File: config.mk
export PLATFORM = sky130hd
export DESIGN_NAME = acs_sequencer
export DESIGN_NICKNAME = d
export VERILOG_FILES = /design/src/design/acs_pkg.sv /design/src/design/acs_rate_timer.sv /design/src/design/acs_sequencer.sv
export SDC_FILE = /design/constraint.sdc
export NUM_CORES = 1
export LEC_CHECK = 0
export BUFFER_PORTS_ARGS = -buffer_cell sky130_fd_sc_hd__clkbuf_2
export CORE_ASPECT_RATIO = 1.4
export CORE_MARGIN = 5
export CORE_UTILIZATION = 56
export DETAILED_ROUTE_END_ITERATION = 8
export PLACE_DENSITY = 0.86
export SLEW_MARGIN = 20
export SYNTH_ARGS = -nofsm -noshare
export SYNTH_HDL_FRONTEND = slang
export SYNTH_SLANG_ARGS = --single-unit
File: constraint.sdc
create_clock -name clk_i -period 8.2 [get_ports clk_i]
set_input_delay 0.82 -clock clk_i [delete_from_list [all_inputs] [get_ports clk_i]]
set_output_delay 0.82 -clock clk_i [all_outputs]
set_load 0.02 [all_outputs]
File: src/design/acs_pkg.sv
package acs_pkg;

  // register indices; byte address is four times the index
  localparam logic [15:0] ACS_IDX_RESULT  = 16'h402d;
  localparam logic [15:0] ACS_IDX_CONTROL = 16'h402e;
  localparam logic [15:0] ACS_IDX_SOURCE  = 16'h402f;
  localparam logic [15:0] ACS_IDX_IRQ_STS = 16'h4040;
  localparam logic [15:0] ACS_IDX_IRQ_EN  = 16'h4041;

  ////////////////////////////////////////////////////////////////////////////
  // control field positions
  localparam int ACS_CTL_ENA   = 15;
  localparam int ACS_CTL_CVT   = 14;
  localparam int ACS_CTL_SLP   = 12;
  localparam int ACS_RATE_W    = 6;

  // source select layout; tag is bit position plus one
  localparam int              ACS_SRC_W    = 7;
  localparam logic [6:0]      ACS_SRC_MASK = 7'h57;
  localparam logic [2:0]      ACS_SRC_LAST = 3'h6;
  localparam int              ACS_DATA_W   = 12;
  localparam int              ACS_TAG_LSB  = 12;

  // rate codes
  localparam logic [5:0] ACS_RATE_MANUAL = 6'h00;
  localparam logic [5:0] ACS_RATE_RSVD   = 6'h20;
  localparam int         ACS_RATE_LO_MUL = 2;
  localparam int         ACS_RATE_HI_MUL = 16;

  // interrupt status bits
  localparam int         ACS_IRQ_DONE = 0;
  localparam int         ACS_IRQ_LOST = 1;
  localparam int         ACS_IRQ_W    = 2;

  // reset values
  localparam logic [15:0] ACS_RST_RESULT = 16'h0000;
  localparam logic [5:0]  ACS_RST_RATE   = 6'h00;
  localparam logic [6:0]  ACS_RST_SOURCE = 7'h00;
  localparam logic [1:0]  ACS_RST_IRQ_EN = 2'h0;

  // system clock rate in hertz
  localparam int ACS_CLK_HZ = 40_000_000;

  typedef enum logic [1:0]
  {
    ACS_IDLE  = 2'b00,
    ACS_START = 2'b01,
    ACS_WAIT  = 2'b11
  } acs_state_t;

endpackage

File: src/design/acs_rate_timer.sv
`timescale 1ns/1ps
`default_nettype none
module acs_rate_timer
  import acs_pkg::*;
#(
  parameter int CLK_HZ = ACS_CLK_HZ
)
(
  // clock and reset
  input  wire logic       clk_i,
  input  wire logic       rst_i,
  // control
  input  wire logic [5:0] rate_code_i,
  input  wire logic       run_i,
  // trigger
  output logic            tick_o
);

  localparam int ACC_W = $clog2(CLK_HZ) + 2;

  logic [ACC_W-1:0] acc_r;
  logic [ACC_W-1:0] step;
  logic [ACC_W-1:0] sum;

  ////////////////////////////////////////////////////////////////////////////
  // fractional accumulator gives the exact mean rate without a divider
  always_comb
  begin
    if (rate_code_i < ACS_RATE_RSVD)                                    // [RULE5]
      step = ACC_W'(int'(rate_code_i) * ACS_RATE_LO_MUL);
    else if (rate_code_i == ACS_RATE_RSVD)                              // [RULE5]
      step = '0;
    else
      step = ACC_W'((int'(rate_code_i) - int'(ACS_RATE_RSVD)) * ACS_RATE_HI_MUL);
    sum = acc_r + step;
  end

  always_ff @(posedge clk_i or posedge rst_i)
  begin
    if (rst_i)
    begin
      acc_r  <= '0;
      tick_o <= 1'b0;
    end
    else if (!run_i || step == '0)
    begin
      acc_r  <= '0;
      tick_o <= 1'b0;
    end
    else if (sum >= ACC_W'(CLK_HZ))
    begin
      acc_r  <= sum - ACC_W'(CLK_HZ);
      tick_o <= 1'b1;
    end
    else
    begin
      acc_r  <= sum;
      tick_o <= 1'b0;
    end
  end
endmodule // acs_rate_timer
`default_nettype wire

File: src/design/acs_sequencer.sv
// Operation
// RULE1: converter runs only when enabled; OFF clears enable
// RULE2: SLEEP disables converter unless sleep enable set
// RULE3: nonzero rate: conversion bit starts repeated conversions
// RULE4: manual: one conversion per write, bit self-clears
// RULE5: rate code sets automatic trigger rate
// RULE6: software waits for interrupt before reading result
// RULE7: five sources, each gated by own select bit
// RULE8: select bits 6,4,2,1,0 map to sources
// RULE9: each trigger advances to next enabled source
// RULE10: one trigger yields exactly one measurement
// RULE11: sequence order is ascending source bit position
// RULE12: completed measurement overwrites result with source tag
// RULE13: manual mode: interrupt confirms completed measurement
// RULE14: no source selected: no measurement, bit cleared; the code clears the bit in manual mode only, automatic mode keeps it set
//
// The Avalon-MM register port was decided locally.
`timescale 1ns/1ps
`default_nettype none
module acs_sequencer
  import acs_pkg::*;
#(
  parameter int CLK_HZ = ACS_CLK_HZ
)
(
  // clock and reset
  input  wire logic        clk_i,
  input  wire logic        rst_i,
  // avalon-mm slave, word addressed
  input  wire logic [15:0] avs_address_i,
  input  wire logic        avs_read_i,
  input  wire logic        avs_write_i,
  input  wire logic [31:0] avs_writedata_i,
  input  wire logic [3:0]  avs_byteenable_i,
  output logic      [31:0] avs_readdata_o,
  output logic             avs_waitrequest_o,
  // power state
  input  wire logic        off_state_i,
  input  wire logic        sleep_state_i,
  // analogue converter
  output logic             conv_enable_o,
  output logic             conv_start_o,
  output logic      [3:0]  conv_source_o,
  input  wire logic        conv_done_i,
  input  wire logic [11:0] conv_data_i,
  // interrupt
  output logic             irq_o
);

  acs_state_t       state_r;
  logic             ena_r;
  logic             cvt_r;
  logic             slp_r;
  logic [5:0]       rate_r;
  logic [6:0]       src_sel_r;
  logic [2:0]       last_r;
  logic [15:0]      result_r;
  logic [1:0]       irq_sts_r;
  logic [1:0]       irq_en_r;
  logic [1:0]       rd_sts_r;
  logic             ack_r;
  logic             req;
  logic             wr_done;
  logic             rd_done;
  logic [15:0]      lane_m;
  logic [15:0]      ctl_cur;
  logic [15:0]      ctl_nxt;
  logic             active;
  logic             manual;
  logic             idle;
  logic             tick;
  logic             trig;
  logic             have_src;
  logic             man_done;
  logic             cvt_clear;
  logic [2:0]       src_nxt;
  logic [1:0]       irq_set;

  ////////////////////////////////////////////////////////////////////////////
  // bus slave: one wait cycle, answer on the second edge

  assign req               = avs_read_i | avs_write_i;
  assign avs_waitrequest_o = req & ~ack_r;
  assign wr_done           = avs_write_i & ack_r;
  assign rd_done           = avs_read_i & ack_r;
  assign lane_m            = {{8{avs_byteenable_i[1]}}, {8{avs_byteenable_i[0]}}};

  assign ctl_cur = {ena_r, cvt_r, 1'b0, slp_r, 6'h00, rate_r};
  assign ctl_nxt = (ctl_cur & ~lane_m) | (avs_writedata_i[15:0] & lane_m);

  always_ff @(posedge clk_i or posedge rst_i)
  begin
    if (rst_i)
      ack_r <= 1'b0;
    else
      ack_r <= req & ~ack_r;
  end

  // read data captured on the first cycle, stands at the answering edge
  always_ff @(posedge clk_i or posedge rst_i)
  begin
    if (rst_i)
    begin
      avs_readdata_o <= 32'h0000_0000;
      rd_sts_r       <= 2'h0;
    end
    else if (avs_read_i && !ack_r)
    begin
      rd_sts_r <= 2'h0;
      case (avs_address_i)
        ACS_IDX_RESULT:  avs_readdata_o <= {16'h0000, result_r};
        ACS_IDX_CONTROL: avs_readdata_o <= {16'h0000, ctl_cur};
        ACS_IDX_SOURCE:  avs_readdata_o <= {25'h0, src_sel_r};
        ACS_IDX_IRQ_STS:
        begin
          avs_readdata_o <= {30'h0, irq_sts_r};
          rd_sts_r       <= irq_sts_r;
        end
        ACS_IDX_IRQ_EN:  avs_readdata_o <= {30'h0, irq_en_r};
        default:         avs_readdata_o <= 32'h0000_0000;
      endcase
    end
  end

  ////////////////////////////////////////////////////////////////////////////
  // control register

  always_ff @(posedge clk_i or posedge rst_i)
  begin
    if (rst_i)
      ena_r <= 1'b0;
    else if (off_state_i)
      ena_r <= 1'b0;                                                    // [RULE1]
    else if (wr_done && avs_address_i == ACS_IDX_CONTROL)
      ena_r <= ctl_nxt[ACS_CTL_ENA];
  end

  always_ff @(posedge clk_i or posedge rst_i)
  begin
    if (rst_i)
    begin
      slp_r  <= 1'b0;
      rate_r <= ACS_RST_RATE;
    end
    else if (wr_done && avs_address_i == ACS_IDX_CONTROL)
    begin
      slp_r  <= ctl_nxt[ACS_CTL_SLP];
      rate_r <= ctl_nxt[ACS_RATE_W-1:0];
    end
  end

  // a software write wins over the hardware clear of the same cycle
  always_ff @(posedge clk_i or posedge rst_i)
  begin
    if (rst_i)
      cvt_r <= 1'b0;
    else if (wr_done && avs_address_i == ACS_IDX_CONTROL)
      cvt_r <= ctl_nxt[ACS_CTL_CVT];
    else if (cvt_clear)
      cvt_r <= 1'b0;                                                    // [RULE4] [RULE14]
  end

  always_ff @(posedge clk_i or posedge rst_i)
  begin
    if (rst_i)
      src_sel_r <= ACS_RST_SOURCE;
    else if (wr_done && avs_address_i == ACS_IDX_SOURCE && avs_byteenable_i[0])
      src_sel_r <= avs_writedata_i[6:0] & ACS_SRC_MASK;                 // [RULE7] [RULE8]
  end

  always_ff @(posedge clk_i or posedge rst_i)
  begin
    if (rst_i)
      irq_en_r <= ACS_RST_IRQ_EN;
    else if (wr_done && avs_address_i == ACS_IDX_IRQ_EN && avs_byteenable_i[0])
      irq_en_r <= avs_writedata_i[1:0];
  end

  ////////////////////////////////////////////////////////////////////////////
  // trigger generation

  assign active = ena_r & ~off_state_i & (~sleep_state_i | slp_r);     // [RULE1] [RULE2]
  assign manual = (rate_r == ACS_RATE_MANUAL);
  assign idle   = (state_r == ACS_IDLE);

  assign conv_enable_o = active;

  acs_rate_timer #(
    .CLK_HZ (CLK_HZ)
  ) u_rate (
    .clk_i       (clk_i),
    .rst_i       (rst_i),
    .rate_code_i (rate_r),
    .run_i       (active & cvt_r & ~manual),                            // [RULE3]
    .tick_o      (tick)
  );

  // manual: bit held until done; auto: one tick per measurement
  assign trig      = idle & active & cvt_r & (manual | tick);           // [RULE3] [RULE4] [RULE10]
  assign have_src  = |src_sel_r;
  assign man_done  = manual & (state_r == ACS_WAIT) & conv_done_i;
  assign cvt_clear = man_done | (manual & trig & ~have_src);            // [RULE4] [RULE14]

  // next enabled source after the last one, lowest offset wins
  function automatic logic [2:0] next_src(input logic [6:0] sel, input logic [2:0] last);
    logic [2:0] idx;
    logic [2:0] res;
    res = last;
    for (int i = ACS_SRC_W; i >= 1; i--)
    begin
      idx = 3'((int'(last) + i) % ACS_SRC_W);
      if (sel[idx])
        res = idx;
    end
    return res;
  endfunction

  assign src_nxt = next_src(src_sel_r, last_r);                         // [RULE9] [RULE11]

  ////////////////////////////////////////////////////////////////////////////
  // measurement sequence

  always_ff @(posedge clk_i or posedge rst_i)
  begin
    if (rst_i)
    begin
      state_r <= ACS_IDLE;
      last_r  <= ACS_SRC_LAST;
    end
    else
    begin
      case (state_r)
        ACS_IDLE:
        begin
          if (trig && have_src)                                         // [RULE14]
          begin
            state_r <= ACS_START;
            last_r  <= src_nxt;                                         // [RULE9]
          end
        end
        ACS_START:
          state_r <= ACS_WAIT;
        ACS_WAIT:
        begin
          if (conv_done_i)
            state_r <= ACS_IDLE;
        end
        default:
          state_r <= ACS_IDLE;
      endcase
    end
  end

  assign conv_start_o  = (state_r == ACS_START);                        // [RULE10]
  assign conv_source_o = {1'b0, last_r} + 4'h1;                         // [RULE8]

  // limitation: previous result is lost if not read before the next one
  always_ff @(posedge clk_i or posedge rst_i)
  begin
    if (rst_i)
      result_r <= ACS_RST_RESULT;
    else if (state_r == ACS_WAIT && conv_done_i)
      result_r <= {conv_source_o, conv_data_i};                         // [RULE12]
  end

  ////////////////////////////////////////////////////////////////////////////
  // interrupts: sticky, cleared by reading, a new event wins

  assign irq_set[ACS_IRQ_DONE] = (state_r == ACS_WAIT) & conv_done_i;   // [RULE13]
  assign irq_set[ACS_IRQ_LOST] = tick & ~idle & cvt_r & active;

  always_ff @(posedge clk_i or posedge rst_i)
  begin
    if (rst_i)
      irq_sts_r <= 2'h0;
    else if (rd_done && avs_address_i == ACS_IDX_IRQ_STS)
      irq_sts_r <= (irq_sts_r & ~rd_sts_r) | irq_set;
    else
      irq_sts_r <= irq_sts_r | irq_set;
  end

  assign irq_o = |(irq_sts_r & irq_en_r);
endmodule // acs_sequencer
`default_nettype wire

==> results of run 1 <==
-- cell families (layout without fill, tap and decap cells) --
| group | Yosys count | after routing | synth area share (%) |
|---|---|---|---|
| AOI/OAI and AO/OA | 279 | 279 | 26.07 |
| xor gates and xnor gates | 25 | 25 | 2.878 |
| adders and majority gates | 48 | 48 | 7.992 |
| buffers and inverters | 83 | 117 | 5.114 |
| DFF | 86 | 86 | 28.32 |
| muxes | 57 | 57 | 8.074 |
| other | 1 | 35 | 0.04929 |
| and+or+nand+nor | 312 | 312 | 21.51 |
-- flip-flops by register name, indices dropped and copies added, names as in the netlist --
| name | flops |
|---|---|
| cvt_r | 1 |
| state_r | 2 |
| ena_r | 1 |
| u_rate.tick_o | 1 |
| last_r | 3 |
| irq_en_r | 2 |
| src_sel_r | 5 |
| slp_r | 1 |
| ack_r | 1 |
| rd_sts_r | 2 |
| avs_readdata_o | 16 |
| u_rate.acc_r | 27 |
| rate_r | 6 |
| irq_sts_r | 2 |
| result_r | 16 |
-- layer usage --
metal / vias up / GRT usage [%] / share of wire, %
met5: - / 0 / 0
met2: 195 / 44.71 / 54
met4: 0 / 11.18 / 4.5
li1: 3441 / - / -
met3: 63 / 2.840 / 3.4
met1: 3453 / 28.39 / 38
-- how the worst max path moves through the flow --
| stage | end | slack, ns | cells past startpoint |
|---|---|---|---|
| floorplan | last_r[1]$_DFFE_PP1P_ | 3.57 | 15 |
| global placement | last_r[1]$_DFFE_PP1P_ | 3.00 | 15 |
| detailed placement | last_r[1]$_DFFE_PP1P_ | 2.92 | 15 |
| CTS | last_r[1]$_DFFE_PP1P_ | 2.91 | 15 |
| global route | last_r[1]$_DFFE_PP1P_ | 2.54 | 15 |
| finish | last_r[1]$_DFFE_PP1P_ | 2.84 | 15 |
-- power breakdown --
| part | switching (mW) | internal (mW) |
|---|---|---|
| Sequential | 0.00109 | 0.425 |
| Combinational | 0.0599 | 0.0311 |
| Clock | 0.190 | 0.216 |
| Total | 0.251 | 0.672 |
-- worst max-delay path, cell delays in order, from the launching register on --
cell	delay, ns
dfstp_2	0.70
ha_1	0.30
xor2_1	0.47
inv_1	0.26
ha_1	0.26
ha_1	0.26
nand3b_1	0.19
a2111oi_0	0.92
o31ai_1	0.21
a221oi_1	0.35
mux2_2	0.28
nor2b_1	0.21
o211ai_1	0.16
o21ai_1	0.35
nor2_1	0.11
a32o_1	0.27
-- cell usage in the layout, fill, tap and decap left out, types with 16 or more instances in the layout --
cell type  count
dfrtp_1       84
nand2_1       78
clkbuf_2      70
nor2_1        59
a21oi_1       58
ha_1          47
o21ai_0       44
mux2_2        34
conb_1        34
nand3_1       29
nor3_1        27
inv_1         24
mux2i_1       22
a22o_1        20
nor2b_1       19
a21o_1        16
xnor2_1       16
-- stage by stage --
step | cell area [sq um] | power [mW] | hold WS (ns) | setup WS, ns | utilization, %
floorplan | 7732 | 0.5029 | 0.4495 | 3.571 | -
global placement | 8058 | 0.5208 | 0.4620 | 3.002 | 60.19
detailed placement | 8058 | 0.5230 | 0.4760 | 2.917 | 60.19
CTS | 8357 | 0.9276 | 0.4914 | 2.908 | 62.42
global route | 8363 | 0.9605 | 0.5194 | 2.543 | 62.47
finish | 8363 | 0.9225 | 0.4964 | 2.836 | 62.47
-- final cells by class --
| class | instances | area [sq um] |
|---|---|---|
| multi-input combinational | 755 | 5189 |
| fill | 1166 | 5025 |
| sequential | 86 | 2155 |
| timing repair buffer | 75 | 391.6 |
| tap | 182 | 227.7 |
| clock buffer | 9 | 225.2 |
| inverter | 26 | 98.84 |
| clock inverter | 7 | 73.82 |
| antenna | 1 | 2.502 |
==> run_results.csv, run 1 <==
group,metric,value,unit
die,io_pins,111,
route,drt_iter0_markers,449,
power,ir_drop,0.08484,mV
route,ant_nets,0,
logic_synthesis,synth_top_area_share,27.63,%
power,power.density,110.3,nW/um^2
route,drc,0,
grt,grt_pass1_vias,6829,
timing,fin_tns_setup,0,ns
power,leakage,3.921,nW
logic_synthesis,ys_seq_area_share,28.32,%
critical_path,worstReg2RegEnd,"last_r[1]$_DFFE_PP1P_",
route,wl_per_cell,17.28,um
critical_path,rrSetupSlack,2.84,ns
logic_synthesis,synth_cells,891,
cells_and_area,area_growth,9.916,%
logic_synthesis,synth-edff-count,0,
logic_synthesis,yosys-top-cells-area,"dfrtp_1 28%, ha_1 7.7%, mux2_2 5.0%",
logic_synthesis,netlist_area,7609,sq um
route,route.vias.total,7152,
clocking,htreeDepth,3,
place,gp_congestion,0.9739,
clocking,root_buffer,"clkbuf_16",
route,vias_per_cell,6.268,
timing,clock.fmax,0.1864,GHz
timing,tightest_slew,1.066,ns
cells_and_area,final_net_count,1072,
grt,grt_usage,24.60,%
min_path,hp-start,"rd_sts_r[1]$_DFFE_PP0P_",
critical_path,crit_path_start_kind,"flip-flop",
grt,grt_max_degree,87,
clocking,post-cts-setup-buffers,0,
route,wl,19720,um
clocking,cts_made_buffers,9,
die,die_w,108.5,um
clocking,cts_max_path_buffers,2,
timing,fin_crit,5.364,ns
cells_and_area,drive_above_1_share,16.39,%
critical_path,r2r_cells,15,
logic_synthesis,yosysMostFrequentCell,"dfrtp_1",
critical_path,path_class,"reg2reg",
die,die-area,16050,sq um
clocking,clock-sinks,86,
flow_run,cap_viol_max_count,0,
critical_path,cp-end-kind,"flip-flop",
min_path,hold_path.class,"reg2reg",
clocking,holdBufCountCts,0,
grt,overflow,0,
logic_synthesis,yosys-top-cells-count,"84 x dfrtp_1, 78 x nand2_1, 59 x nor2_1",
timing,fin_crit_sh,65.41,%
critical_path,startpoint,"last_r[1]$_DFFE_PP1P_",
die,initial_utilization,56.83,%
timing,drv_slew,0,
timing,setup_violations,0,
timing,hold_viol_final,0,
critical_path,r2r_start,"last_r[1]$_DFFE_PP1P_",
min_path,hold_end,"rd_sts_r[1]$_DFFE_PP0P_",
logic_synthesis,yosys.area.top_type,"dfrtp_1",
grt,antenna_found_initial,1,
clocking,cts_resized,0,
clocking,worst_skew_pair.late_latency,0.35,ns
min_path,min_path_cells,2,
die,num_rows,50,
place,io_buffer_count,70,
logic_synthesis,synth_flop_cell,"dfrtp_1",
grt,grt_pass1_wl,32220,um
clocking,clk_pin_slew,0.07,ns
logic_synthesis,synth_warnings,0,
critical_path,worstPathMaxFanout,14,
timing,skew,0.008710,ns
clocking,cts_tree,"built",
place,hpwlAfterDp,15040,um
critical_path,arrival,5.64,ns
route,drtPass1Iterations,5,
critical_path,cp.required,8.47,ns
run_status,outcome,"completed",
logic_synthesis,synthArstFlopShare,100.0,%
logic_synthesis,avgSynthCellArea,8.539,sq um
timing,slew_headroom,28.74,%
die,coreArea,13390,sq um
timing,rsz0062_at_grt,"false",
cells_and_area,instances_no_fill,1141,
logic_synthesis,ys_types,92,
place,dp_cells,1124,
logic_synthesis,synth_seq_cells,86,
die,die_y,147.9,um
Note: power is estimated with default switching activity, not from simulation.
==> inputs of run 2 (changes only) <==
==> constraint.sdc (replaced) <==
create_clock -name clk_i -period 5.1 [get_ports clk_i]
set_input_delay 0.51 -clock clk_i [delete_from_list [all_inputs] [get_ports clk_i]]
set_output_delay 0.51 -clock clk_i [all_outputs]
set_load 0.02 [all_outputs]
==> run_results.csv, run 2 (same netlist as run 1, synthesis figures left out) <==
group,metric,value,unit
grt,overflow,0,
route,drt_iter0_markers,628,
cells_and_area,layout_commonest_cell,"dfrtp_1",
power,ir_drop,0.1398,mV
route,ant_nets,0,
cells_and_area,final_net_count,1078,
grt,grt_pass1_wl,33950,um
cells_and_area,area_growth,10.66,%
clocking,post-cts-setup-buffers,0,
die,initial_utilization,56.83,%
timing,tightest_slew,0.9512,ns
critical_path,startpoint,"rate_r[5]$_DFFE_PP0P_",
cells_and_area,regArea,2155,sq um
die,num_rows,50,
cells_and_area,largest-register,"u_rate.acc_r",
critical_path,cp-end-kind,"flip-flop",
timing,fin_tns_setup,0,ns
route,vias_per_cell,6.418,
clocking,htreeDepth,3,
clocking,clk_pin_slew,0.07,ns
critical_path,rrSetupSlack,0.55,ns
timing,drv_slew,0,
clocking,root_buffer,"clkbuf_16",
grt,grt_max_degree,52,
die,io_pins,111,
place,gp_congestion,1.022,
place,io_buffer_count,70,
grt,use_met3,3.888,%
cells_and_area,final_util,62.89,%
grt,busiest_layer,"met2",
clocking,cts_made_buffers,9,
cells_and_area,largestRegisters,"u_rate.acc_r: 27 flops, avs_readdata_o: 16 flops, result_r: 16 flops",
cells_and_area,layout_common_cells,"84 x dfrtp_1, 78 x nand2_1, 70 x clkbuf_2, 59 x nor2_1, 58 x a21oi_1",
grt,grtUsageMet2,47.52,%
critical_path,worstReg2RegEnd,"u_rate.acc_r[19]$_DFF_PP0_",
grt,grt_pass1_vias,7088,
clocking,holdBufCountCts,0,
cells_and_area,multiInputGateArea,5194,sq um
die,die-area,16050,sq um
power,swShare,26.34,%
timing,fin_crit,4.550,ns
timing,setup_violations,0,
place,hpwlAfterDp,15620,um
critical_path,r2r_cells,14,
timing,skew,0.01203,ns
critical_path,cp.required,5.36,ns
grt,grt_usage,26.16,%
cells_and_area,fill_cells,1143,
cells_and_area,largest_reg_flops,27,
critical_path,arrival,4.81,ns
min_path,hold_path.class,"in2async",
critical_path,worstPathMaxFanout,19,
power,p_clk_share,45.5,%
power,seqPwrFrac,44.9,%
route,route.vias.total,7355,
cells_and_area,drive_above_1_share,17.01,%
timing,clock.fmax,0.2198,GHz
route,wl_per_cell,18.13,um
power,p_comb_share,9.6,%
clocking,cts_max_path_buffers,2,
route,drc,0,
die,die_y,147.9,um
flow_run,cap_viol_max_count,0,
timing,slew_headroom,36.59,%
power,p_int,1.123,mW
timing,fin_crit_sh,89.22,%
clocking,worst_skew_pair.late_latency,0.35,ns
power,leakage,3.954,nW
critical_path,r2r_start,"rate_r[5]$_DFFE_PP0P_",
cells_and_area,n_antenna_cell,0,
die,coreArea,13390,sq um
timing,hold_viol_final,0,
clocking,cts_tree,"built",
route,drtPass1Iterations,5,
clocking,clock-sinks,86,
critical_path,path_class,"reg2reg",
power,power.switching,0.4014,mW
grt,antenna_found_initial,0,
critical_path,crit_path_start_kind,"flip-flop",
run_status,outcome,"completed",
route,wl,20770,um
timing,rsz0062_at_grt,"false",
power,power.density,181.0,nW/um^2
grt,grtUsageMet1,29.13,%
die,die_w,108.5,um
clocking,cts_resized,0,
## run 2: worst max-delay path, stage by stage, from the launching register on
cell	delay [ns]
dfrtp_1	0.48
nor2b_1	0.16
ha_1	0.18
inv_1	0.06
fa_1	0.39
nand2b_1	0.20
a21oi_1	0.40
o21ai_1	0.27
a211oi_1	0.55
o21bai_1	0.26
a221o_2	0.30
nor3_2	0.06
o21a_1	0.44
or4_1	0.56
a21oi_1	0.15
## run 2: power by group through the flow
| stage | registers (mW) | clock network [mW] | logic (mW) |
|---|---|---|---|
| final | 0.685 | 0.693 | 0.146 |
| after global routing | 0.685 | 0.737 | 0.161 |
| after CTS | 0.685 | 0.703 | 0.144 |
| after detailed placement | 0.698 | 0 | 0.143 |
| after global placement | 0.698 | 0 | 0.139 |
| after floorplan | 0.697 | 0 | 0.111 |
## run 2: how the worst max path moves through the flow
stage	slack [ns]	cells past startpoint	to
2_1_floorplan	0.47	15	last_r[1]$_DFFE_PP1P_
3_3_place_gp	0.65	14	u_rate.acc_r[19]$_DFF_PP0_
3_5_place_dp	0.58	12	u_rate.acc_r[10]$_DFF_PP0_
4_1_cts	0.55	14	u_rate.acc_r[19]$_DFF_PP0_
5_1_grt	0.23	12	u_rate.acc_r[10]$_DFF_PP0_
6_report	0.55	14	u_rate.acc_r[19]$_DFF_PP0_
## run 2: layout make-up
type | instances | area share, %
flip-flops and latches | 86 | 25.59
clock inverters | 7 | 1.025
repair buffers | 81 | 5.142
multi-input cells | 755 | 61.69
inverters | 26 | 1.174
clock buffers | 9 | 2.675
well taps | 182 | 2.705
## run 2: metrics by stage
stage / setup WS [ns] / hold slack [ns] / instance area, sq um / power (mW) / instances
global placement: 0.6473 / 0.4624 / 8103 / 0.8363 / 1130
global route: 0.2285 / 0.2546 / 8419 / 1.582 / 1146
detailed placement: 0.5823 / 0.4790 / 8103 / 0.8403 / 1130
floorplan: 0.4706 / 0.4495 / 7732 / 0.8086 / 924
finish: 0.5500 / 0.1957 / 8419 / 1.524 / 1146
CTS: 0.5535 / 0.2081 / 8414 / 1.532 / 1146
## run 2: layer usage
metal	up-vias	wire, um
met3	86	1185
li1	3445	-
met1	3531	7487
met2	293	11070
met4	0	1034
met5	-	0
